--- src/rtl/ccn_pkg.sv ---
// Constants, types and address map of the clock network control block
package ccn_pkg;

  localparam int NUM_GLB   = 16;
  localparam int NUM_RGN   = 32;
  localparam int NUM_QUAD  = 4;
  localparam int RGN_PER_Q = 8;
  localparam int NUM_POUT  = 4;
  localparam int NUM_PIN   = 12;
  localparam int NUM_PLL   = 8;
  localparam int NUM_CORE  = 4;
  localparam int NUM_SRC   = 32;
  localparam int RES_PER_Q = 24;
  localparam int ROW_PER_Q = 6;
  localparam int LB_CLK    = 3;
  localparam int IO_PER_Q  = 8;
  localparam int IO_HALF   = 4;
  localparam int SW        = 5;
  localparam int LW        = 3;
  localparam int DW        = 32;
  localparam int AW        = 8;

  // Source index space of the global, regional and output selectors; limits of the quadrant selectors
  localparam logic [SW-1:0] SRC_PIN       = 5'h00;
  localparam logic [SW-1:0] PIN_SIDE      = 5'h08;
  localparam logic [SW-1:0] SRC_C0        = 5'h0C;
  localparam logic [SW-1:0] SRC_C1        = 5'h14;
  localparam logic [SW-1:0] SRC_CORE      = 5'h1C;
  localparam logic [LW-1:0] PLL_CENTER    = 3'h4;
  localparam logic [LW-1:0] PLL_CORNER    = 3'h6;
  localparam logic [SW-1:0] RES_LIMIT     = 5'h18;
  localparam logic [LW-1:0] ROW_LIMIT     = 3'h6;

  // Unit configuration fields
  localparam int G_SEL  = 0;
  localparam int G_CA   = 5;
  localparam int G_CB   = 10;
  localparam int G_DYN  = 15;
  localparam int G_PD   = 16;
  localparam int GCFG_W = 17;
  localparam int R_SEL  = 0;
  localparam int R_DUAL = 5;
  localparam int R_PD   = 7;
  localparam int RCFG_W = 8;
  localparam int P_SEL  = 0;
  localparam int P_PD   = 5;
  localparam int P_PIN  = 6;
  localparam int PCFG_W = 7;
  localparam int ROW_W  = 30;
  localparam int LBS_W  = 9;
  localparam int IOS_W  = 40;
  localparam int IOH_W  = 20;

  // Every network starts powered down until software configures it
  localparam logic [GCFG_W-1:0] GCFG_RST = 17'h1_0000;
  localparam logic [RCFG_W-1:0] RCFG_RST = 8'h80;
  localparam logic [PCFG_W-1:0] PCFG_RST = 7'h20;

  localparam logic [1:0] DUAL_NONE  = 2'h0;
  localparam logic [1:0] DUAL_HORIZ = 2'h1;
  localparam logic [1:0] DUAL_VERT  = 2'h2;

  localparam logic [AW-1:0] A_CTRL = 8'h00;
  localparam logic [AW-1:0] A_STAT = 8'h01;
  localparam logic [AW-1:0] A_GEN  = 8'h02;
  localparam logic [AW-1:0] A_REN  = 8'h03;
  localparam logic [AW-1:0] A_PEN  = 8'h04;
  localparam logic [AW-1:0] A_GCFG = 8'h10;
  localparam logic [AW-1:0] A_RCFG = 8'h20;
  localparam logic [AW-1:0] A_PCFG = 8'h40;
  localparam logic [AW-1:0] A_ROW  = 8'h48;
  localparam logic [AW-1:0] A_LBS  = 8'h4C;
  localparam logic [AW-1:0] A_IOS  = 8'h50;
  localparam int CTRL_USER = 0;
  localparam int STAT_REF  = 0;

  typedef enum logic [1:0] {
    BUS_IDLE = 2'h1,
    BUS_ACK  = 2'h2
  } ccn_bus_type;

endpackage

--- src/rtl/ccn_sync.sv ---
// Two-flop synchroniser for clock sources sampled as levels
`timescale 1ns/1ps
module ccn_sync #(
  parameter int W = 1
) (
  input  logic         ref_clk,
  input  logic         rstn,
  input  logic [W-1:0] async_in,
  output logic [W-1:0] sync_out
);

  typedef struct packed {
    logic [W-1:0] meta;
    logic [W-1:0] stab;
  } ccn_sync_state_type;

  ccn_sync_state_type q;
  ccn_sync_state_type d;

  always_comb begin
    d      = q;
    d.meta = async_in;
    d.stab = q.meta;
  end

  always_ff @(posedge ref_clk) begin
    if (!rstn) begin
      q <= '0;
    end else begin
      q <= d;
    end
  end

  assign sync_out = q.stab;

endmodule // ccn_sync

--- src/rtl/ccn_clock_ctrl.sv ---
// Clock network control: source selection, gating and quadrant muxes
`timescale 1ns/1ps
module ccn_clock_ctrl
  import ccn_pkg::*;
(
  input  logic                 ref_clk,
  input  logic                 rstn,
  input  logic [AW-1:0]        avs_address,
  input  logic                 avs_read,
  input  logic                 avs_write,
  input  logic [DW-1:0]        avs_writedata,
  output logic [DW-1:0]        avs_readdata,
  output logic                 avs_waitrequest,
  input  logic [NUM_PIN-1:0]   dedicated_clock_input_pin,
  input  logic [NUM_PLL-1:0]   pll_counter_output_zero,
  input  logic [NUM_PLL-1:0]   pll_counter_output_one,
  input  logic [NUM_CORE-1:0]  core_clock_drive,
  input  logic [NUM_GLB-1:0]   glb_dyn_sel,
  input  logic [NUM_GLB-1:0]   glb_ena,
  input  logic [NUM_RGN-1:0]   rgn_ena,
  input  logic [NUM_POUT-1:0]  pout_ena,
  input  logic [NUM_POUT-1:0]  pout_user,
  output logic [NUM_GLB-1:0]   global_clock_line,
  output logic [NUM_RGN-1:0]   regional_clock_line,
  output logic [NUM_POUT-1:0]  pll_out_pin,
  output logic [RES_PER_Q-1:0] row_clock,
  output logic [11:0]          logic_block_clock,
  output logic [NUM_RGN-1:0]   io_element_clock
);

  typedef struct packed {
    ccn_bus_type                          bus;
    logic                                 wait_n;
    logic [DW-1:0]                        rdata;
    logic                                 user;
    logic                                 refused;
    logic [NUM_GLB-1:0][GCFG_W-1:0]       gcfg;
    logic [NUM_RGN-1:0][RCFG_W-1:0]       rcfg;
    logic [NUM_POUT-1:0][PCFG_W-1:0]      pcfg;
    logic [NUM_QUAD-1:0][ROW_W-1:0]       rowsel;
    logic [NUM_QUAD-1:0][LBS_W-1:0]       lbsel;
    logic [NUM_QUAD-1:0][IOS_W-1:0]       iosel;
    logic [NUM_GLB-1:0]                   gen;
    logic [NUM_RGN-1:0]                   ren;
    logic [NUM_POUT-1:0]                  pen;
    logic [NUM_GLB-1:0]                   gline;
    logic [NUM_RGN-1:0]                   rline;
    logic [NUM_POUT-1:0]                  ppin;
    logic [NUM_QUAD-1:0][ROW_PER_Q-1:0]   row;
    logic [NUM_QUAD-1:0][LB_CLK-1:0]      lb;
    logic [NUM_QUAD-1:0][IO_PER_Q-1:0]    io;
  } ccn_top_state_type;

  ccn_top_state_type q;
  ccn_top_state_type d;

  logic [NUM_PIN-1:0]  pin_s;
  logic [NUM_PLL-1:0]  c0_s;
  logic [NUM_PLL-1:0]  c1_s;
  logic [NUM_SRC-1:0]  src;
  logic [NUM_GLB-1:0]  raw_g;
  logic [NUM_RGN-1:0]  raw_r;
  logic [NUM_POUT-1:0] raw_p;
  logic [DW-1:0]       rd_word;
  logic                take;
  logic                hit_g;
  logic                hit_r;
  logic                hit_p;
  logic                hit_row;
  logic                hit_lb;
  logic                hit_io;
  logic [3:0]          gidx;
  logic [4:0]          ridx;
  logic [1:0]          pidx;
  logic [1:0]          qidx;
  logic [2:0]          ioff;
  logic                cand_b0;

  // Source clocks come from other domains; sample them as levels
  ccn_sync #(
    .W (NUM_PIN + 2 * NUM_PLL)
  ) u_src_sync (
    .ref_clk  (ref_clk),
    .rstn     (rstn),
    .async_in ({pll_counter_output_one, pll_counter_output_zero,
                dedicated_clock_input_pin}),
    .sync_out ({c1_s, c0_s, pin_s})
  );

  // Core drivers share ref_clk and need no synchroniser
  assign src = {core_clock_drive, c1_s, c0_s, pin_s};

  function automatic logic res_pick(input logic [RES_PER_Q-1:0] r,
                                    input logic [SW-1:0]        s);
    res_pick = (s < RES_LIMIT) ? r[s] : 1'b0;
  endfunction

  function automatic logic is_dyn_cand(input logic [SW-1:0] s);
    is_dyn_cand = (s < SRC_CORE);
  endfunction

  // Legal regional source for a given dual-regional mode
  function automatic logic rgn_ok(input logic [SW-1:0] s,
                                  input logic [1:0]    dual);
    logic           is_pll;
    logic [LW-1:0]  pll;
    is_pll = (s >= SRC_C0) && (s < SRC_CORE);
    pll    = LW'(s - SRC_C0);
    rgn_ok = !((s >= PIN_SIDE) && (s < SRC_C0));
    if (dual == DUAL_HORIZ) begin
      rgn_ok = rgn_ok && ((s < PIN_SIDE) || (is_pll &&
               (pll >= PLL_CENTER) && (pll < PLL_CORNER)));
    end else if (dual == DUAL_VERT) begin
      rgn_ok = rgn_ok && is_pll && (pll < PLL_CENTER);
    end else if (dual != DUAL_NONE) begin
      rgn_ok = 1'b0;
    end
  endfunction

  assign take = (q.bus == BUS_IDLE) && (avs_read || avs_write);

  assign hit_g   = (avs_address >= A_GCFG) &&
                   (avs_address < A_GCFG + NUM_GLB);
  assign hit_r   = (avs_address >= A_RCFG) &&
                   (avs_address < A_RCFG + NUM_RGN);
  assign hit_p   = (avs_address >= A_PCFG) &&
                   (avs_address < A_PCFG + NUM_POUT);
  assign hit_row = (avs_address >= A_ROW) &&
                   (avs_address < A_ROW + NUM_QUAD);
  assign hit_lb  = (avs_address >= A_LBS) &&
                   (avs_address < A_LBS + NUM_QUAD);
  assign hit_io  = (avs_address >= A_IOS) &&
                   (avs_address < A_IOS + 2 * NUM_QUAD);
  assign gidx    = 4'(avs_address - A_GCFG);
  assign ridx    = 5'(avs_address - A_RCFG);
  assign pidx    = 2'(avs_address - A_PCFG);
  assign ioff    = 3'(avs_address - A_IOS);
  assign qidx    = hit_row ? 2'(avs_address - A_ROW) :
                   hit_lb  ? 2'(avs_address - A_LBS) : 2'(ioff >> 1);

  always_comb begin
    rd_word = '0;
    if (avs_address == A_CTRL) begin
      rd_word[CTRL_USER] = q.user;
    end else if (avs_address == A_STAT) begin
      rd_word[STAT_REF] = q.refused;
    end else if (avs_address == A_GEN) begin
      rd_word = DW'(q.gen);
    end else if (avs_address == A_REN) begin
      rd_word = q.ren;
    end else if (avs_address == A_PEN) begin
      rd_word = DW'(q.pen);
    end else if (hit_g) begin
      rd_word = DW'(q.gcfg[gidx]);
    end else if (hit_r) begin
      rd_word = DW'(q.rcfg[ridx]);
    end else if (hit_p) begin
      rd_word = DW'(q.pcfg[pidx]);
    end else if (hit_row) begin
      rd_word = DW'(q.rowsel[qidx]);
    end else if (hit_lb) begin
      rd_word = DW'(q.lbsel[qidx]);
    end else if (hit_io) begin
      rd_word = DW'(q.iosel[qidx][ioff[0] * IOH_W +: IOH_W]);
    end
  end

  always_comb begin
    logic [GCFG_W-1:0]    g;
    logic [SW-1:0]        s;
    logic [RES_PER_Q-1:0] res;
    logic                 set;
    logic                 clr;
    g   = '0;
    s   = '0;
    res = '0;
    set = 1'b0;
    clr = 1'b0;
    d   = q;

    // Global units: static or run-time source, then synchronous gate
    for (int i = 0; i < NUM_GLB; i++) begin
      g = q.gcfg[i];
      if (g[G_DYN]) begin
        s = glb_dyn_sel[i] ? g[G_CB +: SW] : g[G_CA +: SW];
      end else begin
        s = g[G_SEL +: SW];
      end
      raw_g[i] = src[s];
      // Enable moves only in the low phase; no runt high pulse
      if (!raw_g[i]) begin
        d.gen[i] = glb_ena[i] & ~g[G_PD];
      end
      d.gline[i] = raw_g[i] & q.gen[i];
    end

    // Regional units; a dual-regional partner lends its source
    for (int j = 0; j < NUM_RGN; j++) begin
      s = q.rcfg[j][R_SEL +: SW];
      if (q.rcfg[j][R_DUAL +: 2] == DUAL_NONE) begin
        if (q.rcfg[j ^ RGN_PER_Q][R_DUAL +: 2] == DUAL_HORIZ) begin
          s = q.rcfg[j ^ RGN_PER_Q][R_SEL +: SW];
        end else if (q.rcfg[j ^ (2 * RGN_PER_Q)][R_DUAL +: 2] ==
                     DUAL_VERT) begin
          s = q.rcfg[j ^ (2 * RGN_PER_Q)][R_SEL +: SW];
        end
      end
      raw_r[j] = src[s];
      if (!raw_r[j]) begin
        d.ren[j] = rgn_ena[j] & ~q.rcfg[j][R_PD];
      end
      d.rline[j] = raw_r[j] & q.ren[j];
    end

    // PLL external output units and the pin's own mux
    for (int k = 0; k < NUM_POUT; k++) begin
      raw_p[k] = src[q.pcfg[k][P_SEL +: SW]];
      if (!raw_p[k]) begin
        d.pen[k] = pout_ena[k] & ~q.pcfg[k][P_PD];
      end
      d.ppin[k] = q.pcfg[k][P_PIN] ? pout_user[k] :
                  (raw_p[k] & q.pen[k]);
    end

    // Quadrant muxes: one register stage per level keeps timing short
    for (int m = 0; m < NUM_QUAD; m++) begin
      res = {q.rline[m * RGN_PER_Q +: RGN_PER_Q], q.gline};
      for (int r = 0; r < ROW_PER_Q; r++) begin
        d.row[m][r] = res_pick(res, q.rowsel[m][r * SW +: SW]);
      end
      for (int b = 0; b < LB_CLK; b++) begin
        d.lb[m][b] = (q.lbsel[m][b * LW +: LW] < ROW_LIMIT) ?
                     q.row[m][q.lbsel[m][b * LW +: LW]] : 1'b0;
      end
      for (int o = 0; o < IO_PER_Q; o++) begin
        d.io[m][o] = res_pick(res, q.iosel[m][o * SW +: SW]);
      end
    end

    // Register bus: one wait cycle, then a single-cycle answer
    if (take) begin
      d.bus    = BUS_ACK;
      d.wait_n = 1'b0;
      d.rdata  = rd_word;
      if (avs_write) begin
        if (avs_address == A_CTRL) begin
          d.user = avs_writedata[CTRL_USER];
        end else if (avs_address == A_STAT) begin
          clr = avs_writedata[STAT_REF];
        end else if (hit_g || hit_r || hit_p ||
                     hit_row || hit_lb || hit_io) begin
          if (q.user) begin
            set = 1'b1;
          end else if (hit_g) begin
            g = avs_writedata[GCFG_W-1:0];
            if (g[G_DYN] && !(is_dyn_cand(g[G_CA +: SW]) &&
                              is_dyn_cand(g[G_CB +: SW]))) begin
              set = 1'b1;
            end else begin
              d.gcfg[gidx] = g;
            end
          end else if (hit_r) begin
            if (!rgn_ok(avs_writedata[R_SEL +: SW],
                        avs_writedata[R_DUAL +: 2])) begin
              set = 1'b1;
            end else begin
              d.rcfg[ridx] = avs_writedata[RCFG_W-1:0];
            end
          end else if (hit_p) begin
            d.pcfg[pidx] = avs_writedata[PCFG_W-1:0];
          end else if (hit_row) begin
            d.rowsel[qidx] = avs_writedata[ROW_W-1:0];
          end else if (hit_lb) begin
            d.lbsel[qidx] = avs_writedata[LBS_W-1:0];
          end else begin
            d.iosel[qidx][ioff[0] * IOH_W +: IOH_W] =
              avs_writedata[IOH_W-1:0];
          end
        end
      end
    end else if (q.bus == BUS_ACK) begin
      d.bus    = BUS_IDLE;
      d.wait_n = 1'b1;
    end
    // A refusal in the clearing cycle still sets the flag
    d.refused = (q.refused & ~clr) | set;
  end

  always_ff @(posedge ref_clk) begin
    if (!rstn) begin
      q        <= '0;
      q.bus    <= BUS_IDLE;
      q.wait_n <= 1'b1;
      q.gcfg   <= {NUM_GLB{GCFG_RST}};
      q.rcfg   <= {NUM_RGN{RCFG_RST}};
      q.pcfg   <= {NUM_POUT{PCFG_RST}};
    end else begin
      q <= d;
    end
  end

  assign avs_readdata        = q.rdata;
  assign avs_waitrequest     = q.wait_n;
  assign global_clock_line   = q.gline;
  assign regional_clock_line = q.rline;
  assign pll_out_pin         = q.ppin;
  assign row_clock           = q.row;
  assign logic_block_clock   = q.lb;
  assign io_element_clock    = q.io;

  assign cand_b0 = src[q.gcfg[0][G_CB +: SW]];
endmodule // ccn_clock_ctrl

--- config.mk ---
export PLATFORM = sky130hd
export DESIGN_NAME = ccn_clock_ctrl
export DESIGN_NICKNAME = d
export VERILOG_FILES = /design/src/rtl/ccn_pkg.sv /design/src/rtl/ccn_sync.sv /design/src/rtl/ccn_clock_ctrl.sv
export SDC_FILE = /design/constraint.sdc
export NUM_CORES = 2
export LEC_CHECK = 0
export BUFFER_PORTS_ARGS = -buffer_cell sky130_fd_sc_hd__buf_2
export CAP_MARGIN = 20
export CELL_PAD_IN_SITES_DETAIL_PLACEMENT = 1
export CELL_PAD_IN_SITES_GLOBAL_PLACEMENT = 1
export CORE_MARGIN = 2
export CORE_UTILIZATION = 50
export CTS_CLUSTER_DIAMETER = 120
export DETAILED_ROUTE_END_ITERATION = 8
export HOLD_SLACK_MARGIN = 0.05
export PLACE_DENSITY = 0.82
export SKIP_CTS_REPAIR_TIMING = 1
export SYNTH_ARGS = -nofsm -noshare
export SYNTH_HDL_FRONTEND = slang
export SYNTH_SLANG_ARGS = --single-unit
export TNS_END_PERCENT = 5
--- constraint.sdc ---
create_clock -name ref_clk -period 3.6 [get_ports ref_clk]
set_input_delay 0.36 -clock ref_clk [delete_from_list [all_inputs] [get_ports ref_clk]]
set_output_delay 0.36 -clock ref_clk [all_outputs]
set_load 0.01 [all_outputs]
==> out/qor.txt <==
status - completed
Final ANT Viol Nets - 0
sw frac - 28.3%
complex-gate fraction of the synthesized area - 10.2%
GP Congestion - 1.03
relative slew slack - 1.23%
RR Startpoint - q[1080]$_SDFFE_PN0P_
routed len/inst - 38.3 um
clock net sink count - 1136
Worst R2R Path Depth - 9
Int Power - 0.0216 W
DRT Pass-1 Iters - 8
post-synthesis sequential area ratio - 27.3%
Mapped Cells - 8782
multiplexer area fraction after synthesis - 41.6%
layout cell share with drive strength beyond 1 - 22.4%
Flop pwr share - 42.4%
maximum vdd ir drop - 0.000442 V
Starting Density - 50.4%
clk_skew - 0.0494 ns
hold path depth - 3
DRC viols - 0
clk root buf - clkbuf_16
Worst-Margin Slew - 1.48 ns
Final Hold Viols - 0
Die Ht - 412 um
Final Critical Period - 3.58 ns
clk_lat worst skew - 0.85 ns
top cells by area, synth - dfxtp_1 27%, mux2i_1 21%, mux4_2 20%
Die ar. - 170000 um^2
final setup violation count - 0
RR Endpoint - q[302]$_SDFFE_PN0P_
# fillers - 18100
fin crit share - 99.4%
post-synth net total - 8930
M2 GR Usage - 67.8%
number of synthesized flops with an enable pin - 0
Finished Core Util - 56.0%
CTS Buffer Depth - 3
startpoint types - register
post-synth top area cell - dfxtp_1
Vias - 83300
final max-slew violation count - 0
top-count cell post-synth - mux2i_1
Lkg Pwr - 38.4 nW
post-synth cell types - 79
port bufs - 298
Power per Cell Area - 326 nW/um^2
Setup CP Type - reg2reg
CP Capture Type - register
hold path start - avs_writedata[17]
Inserted Clock Buffers - 136
mean post-synth cell area - 9.48 um^2
Worst EP required - 4.28 ns
pin count of the biggest net entering global routing - 231
# H-tree levels - 4
Die X - 412 um
Post-Synth XOR/XNOR Area - 0.0105%
post-synthesis adder-cell area fraction - 0%
largest family of logic cells by synthesized area - multiplexers
setup slack at placement - 0.0627 ns
met3 Track Usage GR - 19.4%
Worst R2R Setup Slack - 0.02 ns
TritonCTS clock tree - yes
first-pass GRT wire length - 587000 um
logic gate share of total power - 9.0%
net switching power - 0.00853 W
row count - 149
CP Max Fanout - 20
synthesized cell area - 83300 um^2
Syn. warnings - 0
Boundary Pins - 301
GR Overflow Total - 0
vias in the first global route - 82600
fraction of registers with async set/reset - 0%
Worst-path clk slew - 0.08 ns
Synth top cells by count - 1764 x mux2i_1, 1136 x dfxtp_1, 1082 x nor2_1
core area - 165000 um^2
Via density - 7.60
First DRT Iteration DRCs - 13600
Detail Placement HPWL - 279000 um
all-layer global routing usage - 47.2%
Hold Crit Class - in2reg
final WL - 420000 um
GRT met1 Usage - 56.6%
area occupied by multi-input gates - 55400 um^2
max-cap violations - 0
GRT busiest layer - met2
Final WS setup - 0.0199 ns
ys flop type - dfxtp_1
final net count - 8779
FF+latch area - 22800 um^2
share of the synthesized area in the top cell type - 27.3%
Clk pwr share - 48.6%
Simple-Gate Fraction of Synth Area - 14.4%
Area Growth Syn to Fin - 11.0%
Worst Path Arrival - 4.26 ns
fmax - 279 MHz
Hold Path End - q[385]$_SDFFE_PN0P_
initial antenna violation count - 57
FF+latch count, synth - 1136
[cells in the final DEF (no fill, tap or decap), types with 44 or more instances in the layout]
cell           count
a21oi_1          349
dfxtp_1         1092
nor3_1            59
buf_2            287
or2_2             44
a31oi_1          105
nand3b_1          55
nand2b_1          83
a22oi_1          106
o22ai_1          144
nand3_1          122
and2_1            93
o221ai_1          91
buf_12            44
mux2i_1         1764
nand2_1          805
nor2_1          1073
nor2b_1           52
o21ai_0          142
dlygate4sd3_1    102
a211oi_1          77
buf_4            422
clkbuf_16        140
mux4_2           752
[stage by stage]
stage / area [um^2] / power [W] / hold WS [ns] / instances / setup TNS [ns]
2_1_floorplan: 83300 / 0.0143 / 0.412 / 8782 / 0
3_3_place_gp: 86500 / 0.0154 / 0.416 / 10600 / 0
3_5_place_dp: 86600 / 0.0155 / 0.419 / 10600 / 0
4_1_cts: 91100 / 0.0297 / -0.292 / 10800 / 0
5_1_grt: 92400 / 0.0305 / 0.0675 / 10900 / -0.104
6_report: 92400 / 0.0301 / 0.0874 / 11000 / 0
[state kept, by name (all words and copies together), names as in the netlist]
register / flops
u_src_sync.sync_out: 28
io_element_clock: 32
pll_out_pin: 4
row_clock: 24
q: 928
regional_clock_line: 32
u_src_sync.d: 28
global_clock_line: 16
avs_readdata: 32
logic_block_clock: 12
[layout make-up]
cell class,instances,share of cell area [%]
antenna,29,0.0785
clock buffer,182,4.19
clock inverter,65,0.768
inverter,46,0.195
multi-input combinational,6447,59.9
sequential,1136,24.7
tap,2189,2.96
timing repair buffer,864,7.24
[metal layers]
metal | vias up | wire length, um
met4 | 46 | 37500
met2 | 7590 | 174000
li1 | 32000 | -
met1 | 41200 | 145000
met3 | 2486 | 62900
met5 | - | 435
[worst max path at each step]
stage                               from                            to  slack (ns)
floorplan                 avs_address[6]  avs_readdata[1]$_SDFFE_PN0P_        0.83
global placement               avs_write           q[667]$_SDFFE_PN1P_        0.11
detailed placement             avs_write           q[665]$_SDFFE_PN0P_        0.06
CTS                 q[1080]$_SDFFE_PN0P_           q[665]$_SDFFE_PN0P_         0.1
global route        q[1080]$_SDFFE_PN0P_           q[302]$_SDFFE_PN0P_       -0.05
finish              q[1080]$_SDFFE_PN0P_           q[302]$_SDFFE_PN0P_        0.02
[kinds of logic (layout without fill, tap and decap cells)]
kind of cell | Yosys count | in the layout
AND/OR/NAND/NOR | 2636 | 2636
multiplexers | 2522 | 2522
XOR/XNOR | 1 | 1
flip-flops | 1136 | 1136
buffers and inverters | 1199 | 1157
AO/OA/AOI/OAI | 1288 | 1288
other | 0 | 29
[critical path, stage by stage, from the launching register on]
cell and delay [ns]:
dfxtp_1 0.38, nand3b_1 0.28, buf_4 0.23, a311o_1 0.48, a2111oi_4 0.52, nand4_1 0.16
buf_4 0.26, or3_1 0.74, nand2_1 0.25, a21oi_1 0.10
[power by group through the flow]
stage | combinational (W) | sequential (W) | clock (W)
4_1_cts | 0.00244 | 0.0128 | 0.0145
3_5_place_dp | 0.00243 | 0.0130 | 0
5_1_grt | 0.00270 | 0.0128 | 0.0151
6_report | 0.00271 | 0.0128 | 0.0147
3_3_place_gp | 0.00236 | 0.0130 | 0
2_1_floorplan | 0.00136 | 0.0129 | 0
Power figures use the tool's default switching activity.
